===== config.mk =====
export PLATFORM = sky130hd
export DESIGN_NAME = tec_timer
export DESIGN_NICKNAME = d
export VERILOG_FILES = /design/src/rtl/tec_pkg.sv /design/src/rtl/tec_timer.sv
export SDC_FILE = /design/constraint.sdc
export NUM_CORES = 1
export LEC_CHECK = 0
export ABC_AREA = 1
export ABC_CLOCK_PERIOD_IN_PS = 1450
export BUFFER_PORTS_ARGS = -buffer_cell sky130_fd_sc_hd__buf_4
export CELL_PAD_IN_SITES_DETAIL_PLACEMENT = 1
export CELL_PAD_IN_SITES_GLOBAL_PLACEMENT = 1
export CORE_MARGIN = 10
export CORE_UTILIZATION = 34
export DETAILED_ROUTE_END_ITERATION = 6
export PLACE_DENSITY = 0.76
export SYNTH_ARGS = -nofsm -noshare
export SYNTH_HDL_FRONTEND = slang
export SYNTH_SLANG_ARGS = --single-unit

===== constraint.sdc =====
create_clock -name i_clk -period 1.45 [get_ports i_clk]
set_input_delay 0.2175 -clock i_clk [delete_from_list [all_inputs] [get_ports i_clk]]
set_output_delay 0.2175 -clock i_clk [all_outputs]
set_load 0.02 [all_outputs]

===== src/rtl/tec_pkg.sv =====
`default_nettype none
package tec_pkg;
  // ****************************************
  // register map
  // ****************************************
  localparam logic [11:0] TEC_OFF_COUNT = 12'h000;
  localparam logic [11:0] TEC_OFF_CTRL  = 12'h004;
  localparam logic [11:0] TEC_OFF_INTERRUPT_CONTROL  = 12'h008;
  localparam logic [11:0] TEC_OFF_STAT  = 12'h00C;
  // ****************************************
  // field positions
  // ****************************************
  localparam int TEC_CTRL_PSC_LSB = 0;
  localparam int TEC_CTRL_EDGE    = 3;
  localparam int TEC_CTRL_RUN     = 4;
  localparam int TEC_CTRL_MODE_LO = 6;
  localparam int TEC_CTRL_MODE_HI = 7;
  localparam int TEC_INTERRUPT_CONTROL_TIE     = 0;
  localparam int TEC_INTERRUPT_CONTROL_PD      = 1;
  // ****************************************
  // reset values and mode encodings
  // ****************************************
  localparam logic [7:0] TEC_CTRL_RESET = 8'h00;
  localparam logic [7:0] TEC_PRELOAD_RESET = 8'h00;
  localparam logic [1:0] TEC_MODE_TIMER = 2'b10;
  localparam logic [1:0] TEC_MODE_EVENT = 2'b01;
  localparam logic [1:0] TEC_MODE_WIDTH = 2'b11;
endpackage
`default_nettype wire


===== src/rtl/tec_timer.sv =====
// The APB interface to the registers and the placing of the registers were decided locally.
`default_nettype none
module tec_timer
  import tec_pkg::*;
#(
  parameter int PSC_STAGES = 8
) (
  input  wire logic        i_clk,
  input  wire logic        i_rst_n,
  input  wire logic        i_ce,
  input  wire logic        i_psel,
  input  wire logic        i_penable,
  input  wire logic        i_pwrite,
  input  wire logic [11:0] i_paddr,
  input  wire logic [31:0] i_pwdata,
  output logic      [31:0] o_prdata,
  output logic             o_pready,
  output logic             o_pslverr,
  input  wire logic        i_ext_count_pin,
  output logic             o_timer_irq,
  output logic             o_wakeup,
  output logic             o_overflow
);
  // ****************************************
  // state
  // ****************************************
  logic [7:0] counter;
  logic [7:0] preload;
  logic [2:0] prescale_select;
  logic       edge_select_bit;
  logic       run_bit;
  logic [1:0] mode_sel;
  logic       timer_irq_enable;
  logic       power_down;
  logic       ovf_sticky;
  logic       pin_s1;
  logic       pin_s2;
  logic       pin_d;
  logic [PSC_STAGES-1:0] psc;
  logic [PSC_STAGES-1:0] psc_d;
  logic       next_tick;
  logic       pin_rise;
  logic       pin_fall;
  logic       active_edge;
  logic       width_end;
  logic       access;
  logic       wr_en;
  logic       do_count;
  logic       ovf;
  logic       setup;
  logic       sel_count;
  logic       sel_ctrl;
  logic       sel_interrupt_control;
  logic       sel_stat;
  logic       sel_known;
  logic       cnt_wr;
  logic       ctl_wr;
  logic       interrupt_control_wr;
  logic       stat_wr;
  logic [31:0] next_prdata;
  logic [PSC_STAGES-1:0] stage_fall;

  // ****************************************
  // address decode
  // ****************************************
  // one word per register, exact byte address match
  function automatic logic reg_hit(input logic [11:0] addr,
                                   input logic [11:0] off);
    return addr == off;
  endfunction

  // apb phases, zero wait states
  assign access = i_psel && i_penable;
  assign wr_en  = access && i_pwrite;
  assign setup  = i_psel && !i_penable;

  // ****************************************
  // register selects
  // ****************************************
  // shared by write strobes and read mux
  assign sel_count = reg_hit(i_paddr, TEC_OFF_COUNT);
  assign sel_ctrl  = reg_hit(i_paddr, TEC_OFF_CTRL);
  assign sel_interrupt_control  = reg_hit(i_paddr, TEC_OFF_INTERRUPT_CONTROL);
  assign sel_stat  = reg_hit(i_paddr, TEC_OFF_STAT);
  assign sel_known = sel_count || sel_ctrl || sel_interrupt_control || sel_stat;

  // ****************************************
  // write strobes
  // ****************************************
  // one strobe per register, at the access edge
  assign cnt_wr  = wr_en && sel_count;
  assign ctl_wr  = wr_en && sel_ctrl;
  assign interrupt_control_wr = wr_en && sel_interrupt_control;
  assign stat_wr = wr_en && sel_stat;

  // ****************************************
  // pin synchroniser and edges
  // ****************************************
  // two flops then edge history
  always_ff @(posedge i_clk or negedge i_rst_n) begin
    if (!i_rst_n) begin
      pin_s1 <= 1'b1;                                // idle level, no false edge
      pin_s2 <= 1'b1;
      pin_d  <= 1'b1;
    end else if (i_ce) begin
      pin_s1 <= i_ext_count_pin;
      pin_s2 <= pin_s1;
      pin_d  <= pin_s2;
    end
  end

  assign pin_rise = pin_s2 && !pin_d;
  assign pin_fall = !pin_s2 && pin_d;
  // edge bit low: rising; high: falling
  assign active_edge = edge_select_bit ? pin_fall : pin_rise;
  // width mode ends when pin returns to original level
  assign width_end = (mode_sel == TEC_MODE_WIDTH) && run_bit
                     && (edge_select_bit ? pin_fall : pin_rise);

  // ****************************************
  // prescaler
  // ****************************************
  // free-running divider on system clock
  always_ff @(posedge i_clk or negedge i_rst_n) begin
    if (!i_rst_n) begin
      psc   <= '0;
      psc_d <= '0;
    end else if (i_ce) begin
      psc   <= psc + 1'b1;
      psc_d <= psc;
    end
  end

  // falling edge of each prescaler stage
  for (genvar g = 0; g < PSC_STAGES; g++) begin : g_stage
    assign stage_fall[g] = psc_d[g] && !psc[g];
  end

  // tick from the selected stage
  always_comb begin
    next_tick = stage_fall[prescale_select];
  end

  // ****************************************
  // count enable
  // ****************************************
  always_comb begin
    do_count = 1'b0;
    unique case (mode_sel)
      TEC_MODE_TIMER: do_count = next_tick && !power_down;
      TEC_MODE_EVENT: do_count = active_edge;
      TEC_MODE_WIDTH: do_count = next_tick && !power_down
                                 && (edge_select_bit ? pin_s2 : !pin_s2);
      default:        do_count = 1'b0;               // mode off
    endcase
    // run bit gates; access inhibits the count
    do_count = do_count && run_bit && !access;
  end

  // ****************************************
  // overflow
  // ****************************************
  assign ovf = do_count && (counter == 8'hFF);

  // ****************************************
  // counter and preload
  // ****************************************
  // preload written by software
  always_ff @(posedge i_clk or negedge i_rst_n) begin
    if (!i_rst_n) begin
      preload <= TEC_PRELOAD_RESET;
    end else if (i_ce && cnt_wr) begin
      preload <= i_pwdata[7:0];
    end
  end

  // count, reload on overflow
  always_ff @(posedge i_clk or negedge i_rst_n) begin
    if (!i_rst_n) begin
      counter <= TEC_PRELOAD_RESET;
    end else if (i_ce) begin
      if (cnt_wr && !run_bit) begin
        counter <= i_pwdata[7:0];
      end else if (ovf) begin
        counter <= preload;
      end else if (do_count) begin
        counter <= counter + 8'h01;
      end
    end
  end

  // ****************************************
  // control registers
  // ****************************************
  // prescaler ratio
  always_ff @(posedge i_clk or negedge i_rst_n) begin
    if (!i_rst_n) begin
      prescale_select <= TEC_CTRL_RESET[2:0];
    end else if (i_ce && ctl_wr) begin
      prescale_select <= i_pwdata[TEC_CTRL_PSC_LSB +: 3];
    end
  end

  // active pin polarity
  always_ff @(posedge i_clk or negedge i_rst_n) begin
    if (!i_rst_n) begin
      edge_select_bit <= TEC_CTRL_RESET[TEC_CTRL_EDGE];
    end else if (i_ce && ctl_wr) begin
      edge_select_bit <= i_pwdata[TEC_CTRL_EDGE];
    end
  end

  // mode select pair
  always_ff @(posedge i_clk or negedge i_rst_n) begin
    if (!i_rst_n) begin
      mode_sel <= TEC_CTRL_RESET[7:6];
    end else if (i_ce && ctl_wr) begin
      mode_sel <= {i_pwdata[TEC_CTRL_MODE_HI], i_pwdata[TEC_CTRL_MODE_LO]};
    end
  end

  // run bit; self clear at end of pulse
  always_ff @(posedge i_clk or negedge i_rst_n) begin
    if (!i_rst_n) begin
      run_bit <= 1'b0;
    end else if (i_ce) begin
      if (ctl_wr) begin
        run_bit <= i_pwdata[TEC_CTRL_RUN];
      end else if (width_end) begin
        run_bit <= 1'b0;
      end
    end
  end

  // timer interrupt enable
  always_ff @(posedge i_clk or negedge i_rst_n) begin
    if (!i_rst_n) begin
      timer_irq_enable <= 1'b0;
    end else if (i_ce && interrupt_control_wr) begin
      timer_irq_enable <= i_pwdata[TEC_INTERRUPT_CONTROL_TIE];
    end
  end

  // power-down, overflow wakes and wins over a set
  always_ff @(posedge i_clk or negedge i_rst_n) begin
    if (!i_rst_n) begin
      power_down <= 1'b0;
    end else if (i_ce) begin
      if (interrupt_control_wr) begin
        power_down <= i_pwdata[TEC_INTERRUPT_CONTROL_PD] && !ovf;
      end else if (ovf) begin
        power_down <= 1'b0;
      end
    end
  end

  // sticky overflow, set wins over write-one clear
  always_ff @(posedge i_clk or negedge i_rst_n) begin
    if (!i_rst_n) begin
      ovf_sticky <= 1'b0;
    end else if (i_ce) begin
      if (ovf) begin
        ovf_sticky <= 1'b1;
      end else if (stat_wr && i_pwdata[0]) begin
        ovf_sticky <= 1'b0;
      end
    end
  end

  // ****************************************
  // event outputs
  // ****************************************
  // overflow pulse
  always_ff @(posedge i_clk or negedge i_rst_n) begin
    if (!i_rst_n) begin
      o_overflow <= 1'b0;
    end else if (i_ce) begin
      o_overflow <= ovf;
    end
  end

  // interrupt only when enabled
  always_ff @(posedge i_clk or negedge i_rst_n) begin
    if (!i_rst_n) begin
      o_timer_irq <= 1'b0;
    end else if (i_ce) begin
      o_timer_irq <= ovf && timer_irq_enable;
    end
  end

  // wake-up only from power-down
  always_ff @(posedge i_clk or negedge i_rst_n) begin
    if (!i_rst_n) begin
      o_wakeup <= 1'b0;
    end else if (i_ce) begin
      o_wakeup <= ovf && power_down;
    end
  end

  // ****************************************
  // apb read side
  // ****************************************
  // ready one cycle after setup, zero wait states
  always_ff @(posedge i_clk or negedge i_rst_n) begin
    if (!i_rst_n) begin
      o_pready <= 1'b0;
    end else if (i_ce) begin
      o_pready <= setup;
    end
  end

  // error with ready on an unmapped address
  always_ff @(posedge i_clk or negedge i_rst_n) begin
    if (!i_rst_n) begin
      o_pslverr <= 1'b0;
    end else if (i_ce) begin
      o_pslverr <= setup && !sel_known;
    end
  end

  // ****************************************
  // read data
  // ****************************************
  // read mux, unmapped words read zero
  always_comb begin
    next_prdata = 32'h0000_0000;
    if (sel_count) begin
      next_prdata = {24'h00_0000, counter};
    end else if (sel_ctrl) begin
      next_prdata = {24'h00_0000, mode_sel, 1'b0, run_bit,
                     edge_select_bit, prescale_select};
    end else if (sel_interrupt_control) begin
      next_prdata = {30'h0000_0000, power_down, timer_irq_enable};
    end else if (sel_stat) begin
      next_prdata = {31'h0000_0000, ovf_sticky};
    end
  end

  // latched at setup of reads and of unmapped writes
  always_ff @(posedge i_clk or negedge i_rst_n) begin
    if (!i_rst_n) begin
      o_prdata <= '0;
    end else if (i_ce && setup && (!i_pwrite || !sel_known)) begin
      o_prdata <= next_prdata;
    end
  end
endmodule
`default_nettype wire


==> results.yml <==
flow_run:
  maxCapViolCount: 0
global_route:
  overflow: 0
  grt_first_pass_wirelength_um: 16900
  grt_pass1_vias: 3346
  grt.total_usage_pct: 16.0
  antenna_found_initial: 0
  grt_max_degree: 35
finish:
  fin_nets: 544
  diodes: 0
  area_delta_synth_final_pct: 38.4
  final_common_cell: "buf_4"
  final_cell_mix: "buf_4 (100), nand2_1 (85), dfrtp_1 (53)"
  fin_util_pct: 49.0
  drive_gt1_share_pct: 34.7
  fillerInstances: 1058
run_status:
  status: "complete, but fails checks"
  failed_checks: "setup timing"
synth:
  synth_edf_count: 0
  seq_area_frac_synth_pct: 46.7
  ys.flop_type: "dfrtp_1"
  synth.distinct_cells: 36
  syn_area_sq_um: 3120
  ys_seq_elements: 58
  yosysWarnings: 0
  async_reset_ff_share_pct: 100
  avgSynthCellArea_sq_um: 8.23
  syn-instance-count: 379
routing:
  via_per_inst: 5.06
  drc: 0
  ant_nets: 0
  routed_wl_um: 10600
  drtPass1Iterations: 4
  wire_per_inst_um: 17.6
  routed-via-count: 3055
  drt_first_iter_violations: 128
setup_path:
  worstReg2RegEnd: "counter[3]$_DFFE_PN0P_"
  reg2reg_depth: 10
  critPathCaptureType: "flip-flop"
  r2r-start: "pin_s2$_DFFE_PN1P_"
  worstPathRequired_ns: 1.74
  crit_arrival_ns: 2.03
  cp-startpoint: "pin_s2$_DFFE_PN1P_"
  startpoint_type: "flip-flop"
  crit_type: "reg2reg"
  crit_end: "counter[3]$_DFFE_PN0P_"
  reg2reg_setup_slack_ns: -0.29
  crit_path_max_fanout: 4
power:
  powerDensity_nw_per_um2: 1040
  clockPowerShare_pct: 29.9
  leakage_nw: 2.24
  power_mw: 4.47
  p_comb_share_pct: 25.7
  peakVddDrop_v: 0.000453
  p_switching_mw: 1.50
  p_int_mw: 2.97
  seq_power_share_pct: 44.5
  switching_share_pct: 33.6
clock_network:
  htree_levels: 3
  clkTransAtPathRegs_ns: 0.07
  clk_latency_ns: 0.35
  cts_buffers: 9
  clock_sinks: 58
  cts_tree: "built"
  root_buffer: "clkbuf_8"
  clk_path_buf_depth: 2
sta:
  finalMaxSlewViolations: 0
  setup_viol: 14
  fin_crit_sh_pct: 120
  finalCriticalPeriod_ns: 1.74
  setup_ws_ns: -0.294
  skew_ns: 0.0118
  whs_ns: 0.0877
  hold_viol: 0
  rsz0062_at_grt: "yes"
  timing.fmax_mhz: 573
floorplan:
  die_area_sq_um: 13400
  rows: 34
  fp.coreArea_sq_um: 8810
  dieWidth_um: 116
  start_util_pct: 35.4
  die_h_um: 116
  io_pins: 88
worst_hold_path:
  hold_path.class: "in2reg"
place:
  port_buffers: 39
  dpl.hpwl_um: 7310
  gp_congestion: 0.815
==> power by group through the flow <==
stage / clock, mW / combinational, mW / sequential, mW
global placement: 0 / 1.00 / 2.00
floorplan: 0 / 0.519 / 2.04
global route: 1.43 / 1.28 / 2.02
detailed placement: 0 / 1.06 / 2.01
CTS: 1.34 / 1.10 / 1.99
finish: 1.34 / 1.15 / 1.99
==> worst min-delay path by stage <==
stage,slack (ns),cells past startpoint,from,end
CTS,0.09,3,i_ext_count_pin,pin_s1$_DFFE_PN1P_
global route,0.1,3,i_ext_count_pin,pin_s1$_DFFE_PN1P_
floorplan,-0.08,0,i_rst_n,counter[0]$_DFFE_PN0P_
detailed placement,0.15,1,i_rst_n,o_pready$_DFFE_PN0P_
global placement,0.15,1,i_rst_n,o_pready$_DFFE_PN0P_
finish,0.09,3,i_ext_count_pin,pin_s1$_DFFE_PN1P_
==> flip-flops by register name, summed over array words and instances, names as in the netlist <==
signal and cells:
psc_d 8, o_timer_irq 1, pin_s2 1, prescale_select 3, o_pslverr 1, o_overflow 1, pin_s1 1, mode_sel 2
preload 8, o_pready 1, pin_d 1, o_prdata 8, edge_select_bit 1, timer_irq_enable 1, o_wakeup 1, power_down 1
psc 8, run_bit 1, ovf_sticky 1, counter 8
==> worst max-delay path: stages, from the launching register on <==
cell     delay [ns]
dfstp_2        0.56
inv_2          0.05
o21ai_2        0.12
nand3_2        0.11
a21oi_4        0.23
buf_4          0.15
buf_4          0.12
nand4_1        0.10
nand3_1        0.09
nand2_1        0.07
nand2_1        0.07
==> cell type report <==
class / count / area (sq um) / share of cell area, %
multi-input combinational: 272 / 1520 / 35.1
timing repair buffer: 107 / 872 / 20.2
inverter: 43 / 165 / 3.82
sequential: 58 / 1460 / 33.8
tap: 108 / 135 / 3.13
clock inverter: 6 / 43.8 / 1.01
clock buffer: 10 / 128 / 2.96
==> metrics by stage <==
stage | setup TNS, ns | worst slack [ns] | cell area [sq um] | instances
6_report | -3.31 | -0.294 | 4320 | 604
3_5_place_dp | -5.24 | -0.295 | 3910 | 577
2_1_floorplan | -1.67 | -0.183 | 3210 | 402
5_1_grt | -4.89 | -0.386 | 4320 | 604
4_1_cts | -2.53 | -0.247 | 4200 | 600
3_3_place_gp | -3.28 | -0.199 | 3910 | 577
==> timing repair <==
item,4_1_cts,5_1_grt
gates resized for setup,14,20
hold buffers,1,0
pin swaps,4,11
setup buffers,5,4
endpoints found under the hold margin,21,0
endpoints found under the setup margin,15,15
gates cloned,1,0
==> cell usage after synthesis, drive strengths merged (2+ instances only) <==
cell,n,area share [%]
buf,28,6.6
dfrtp,55,44
xor2,11,3.1
dfstp,3,2.5
o21ai,29,4.7
nor3,7,1.3
nand3,30,5.0
nor2,42,5.5
xnor2,2,0.56
nand4,10,2.0
nand2,91,11
a21oi,5,1.2
a221oi,5,1.4
o22ai,2,0.40
clkbuf,2,0.24
ha,2,0.80
inv,42,5.1
mux2,6,2.2
==> metal layers <==
| layer | global-route usage (%) | wire [um] | vias to the layer above |
|---|---|---|---|
| met5 | 0 | 0 | - |
| met4 | 6.59 | 291 | 0 |
| met3 | 4.34 | 490 | 25 |
| met2 | 27.6 | 5390 | 91 |
| met1 | 18.4 | 4440 | 1524 |
| li1 | - | - | 1415 |
==> kinds of logic after synthesis <==
kind of cell	after synthesis	synth area share, %
multiplexers	6	2.17
buffers and inverters	73	12.1
other	1	0.120
adder cells (fa/ha/maj)	2	0.802
AO/OA/AOI/OAI	44	8.46
flip-flops	58	46.7
XOR/XNOR	13	3.65
AND/OR/NAND/NOR	182	26.1
Note: power is estimated with default switching activity, not from simulation.
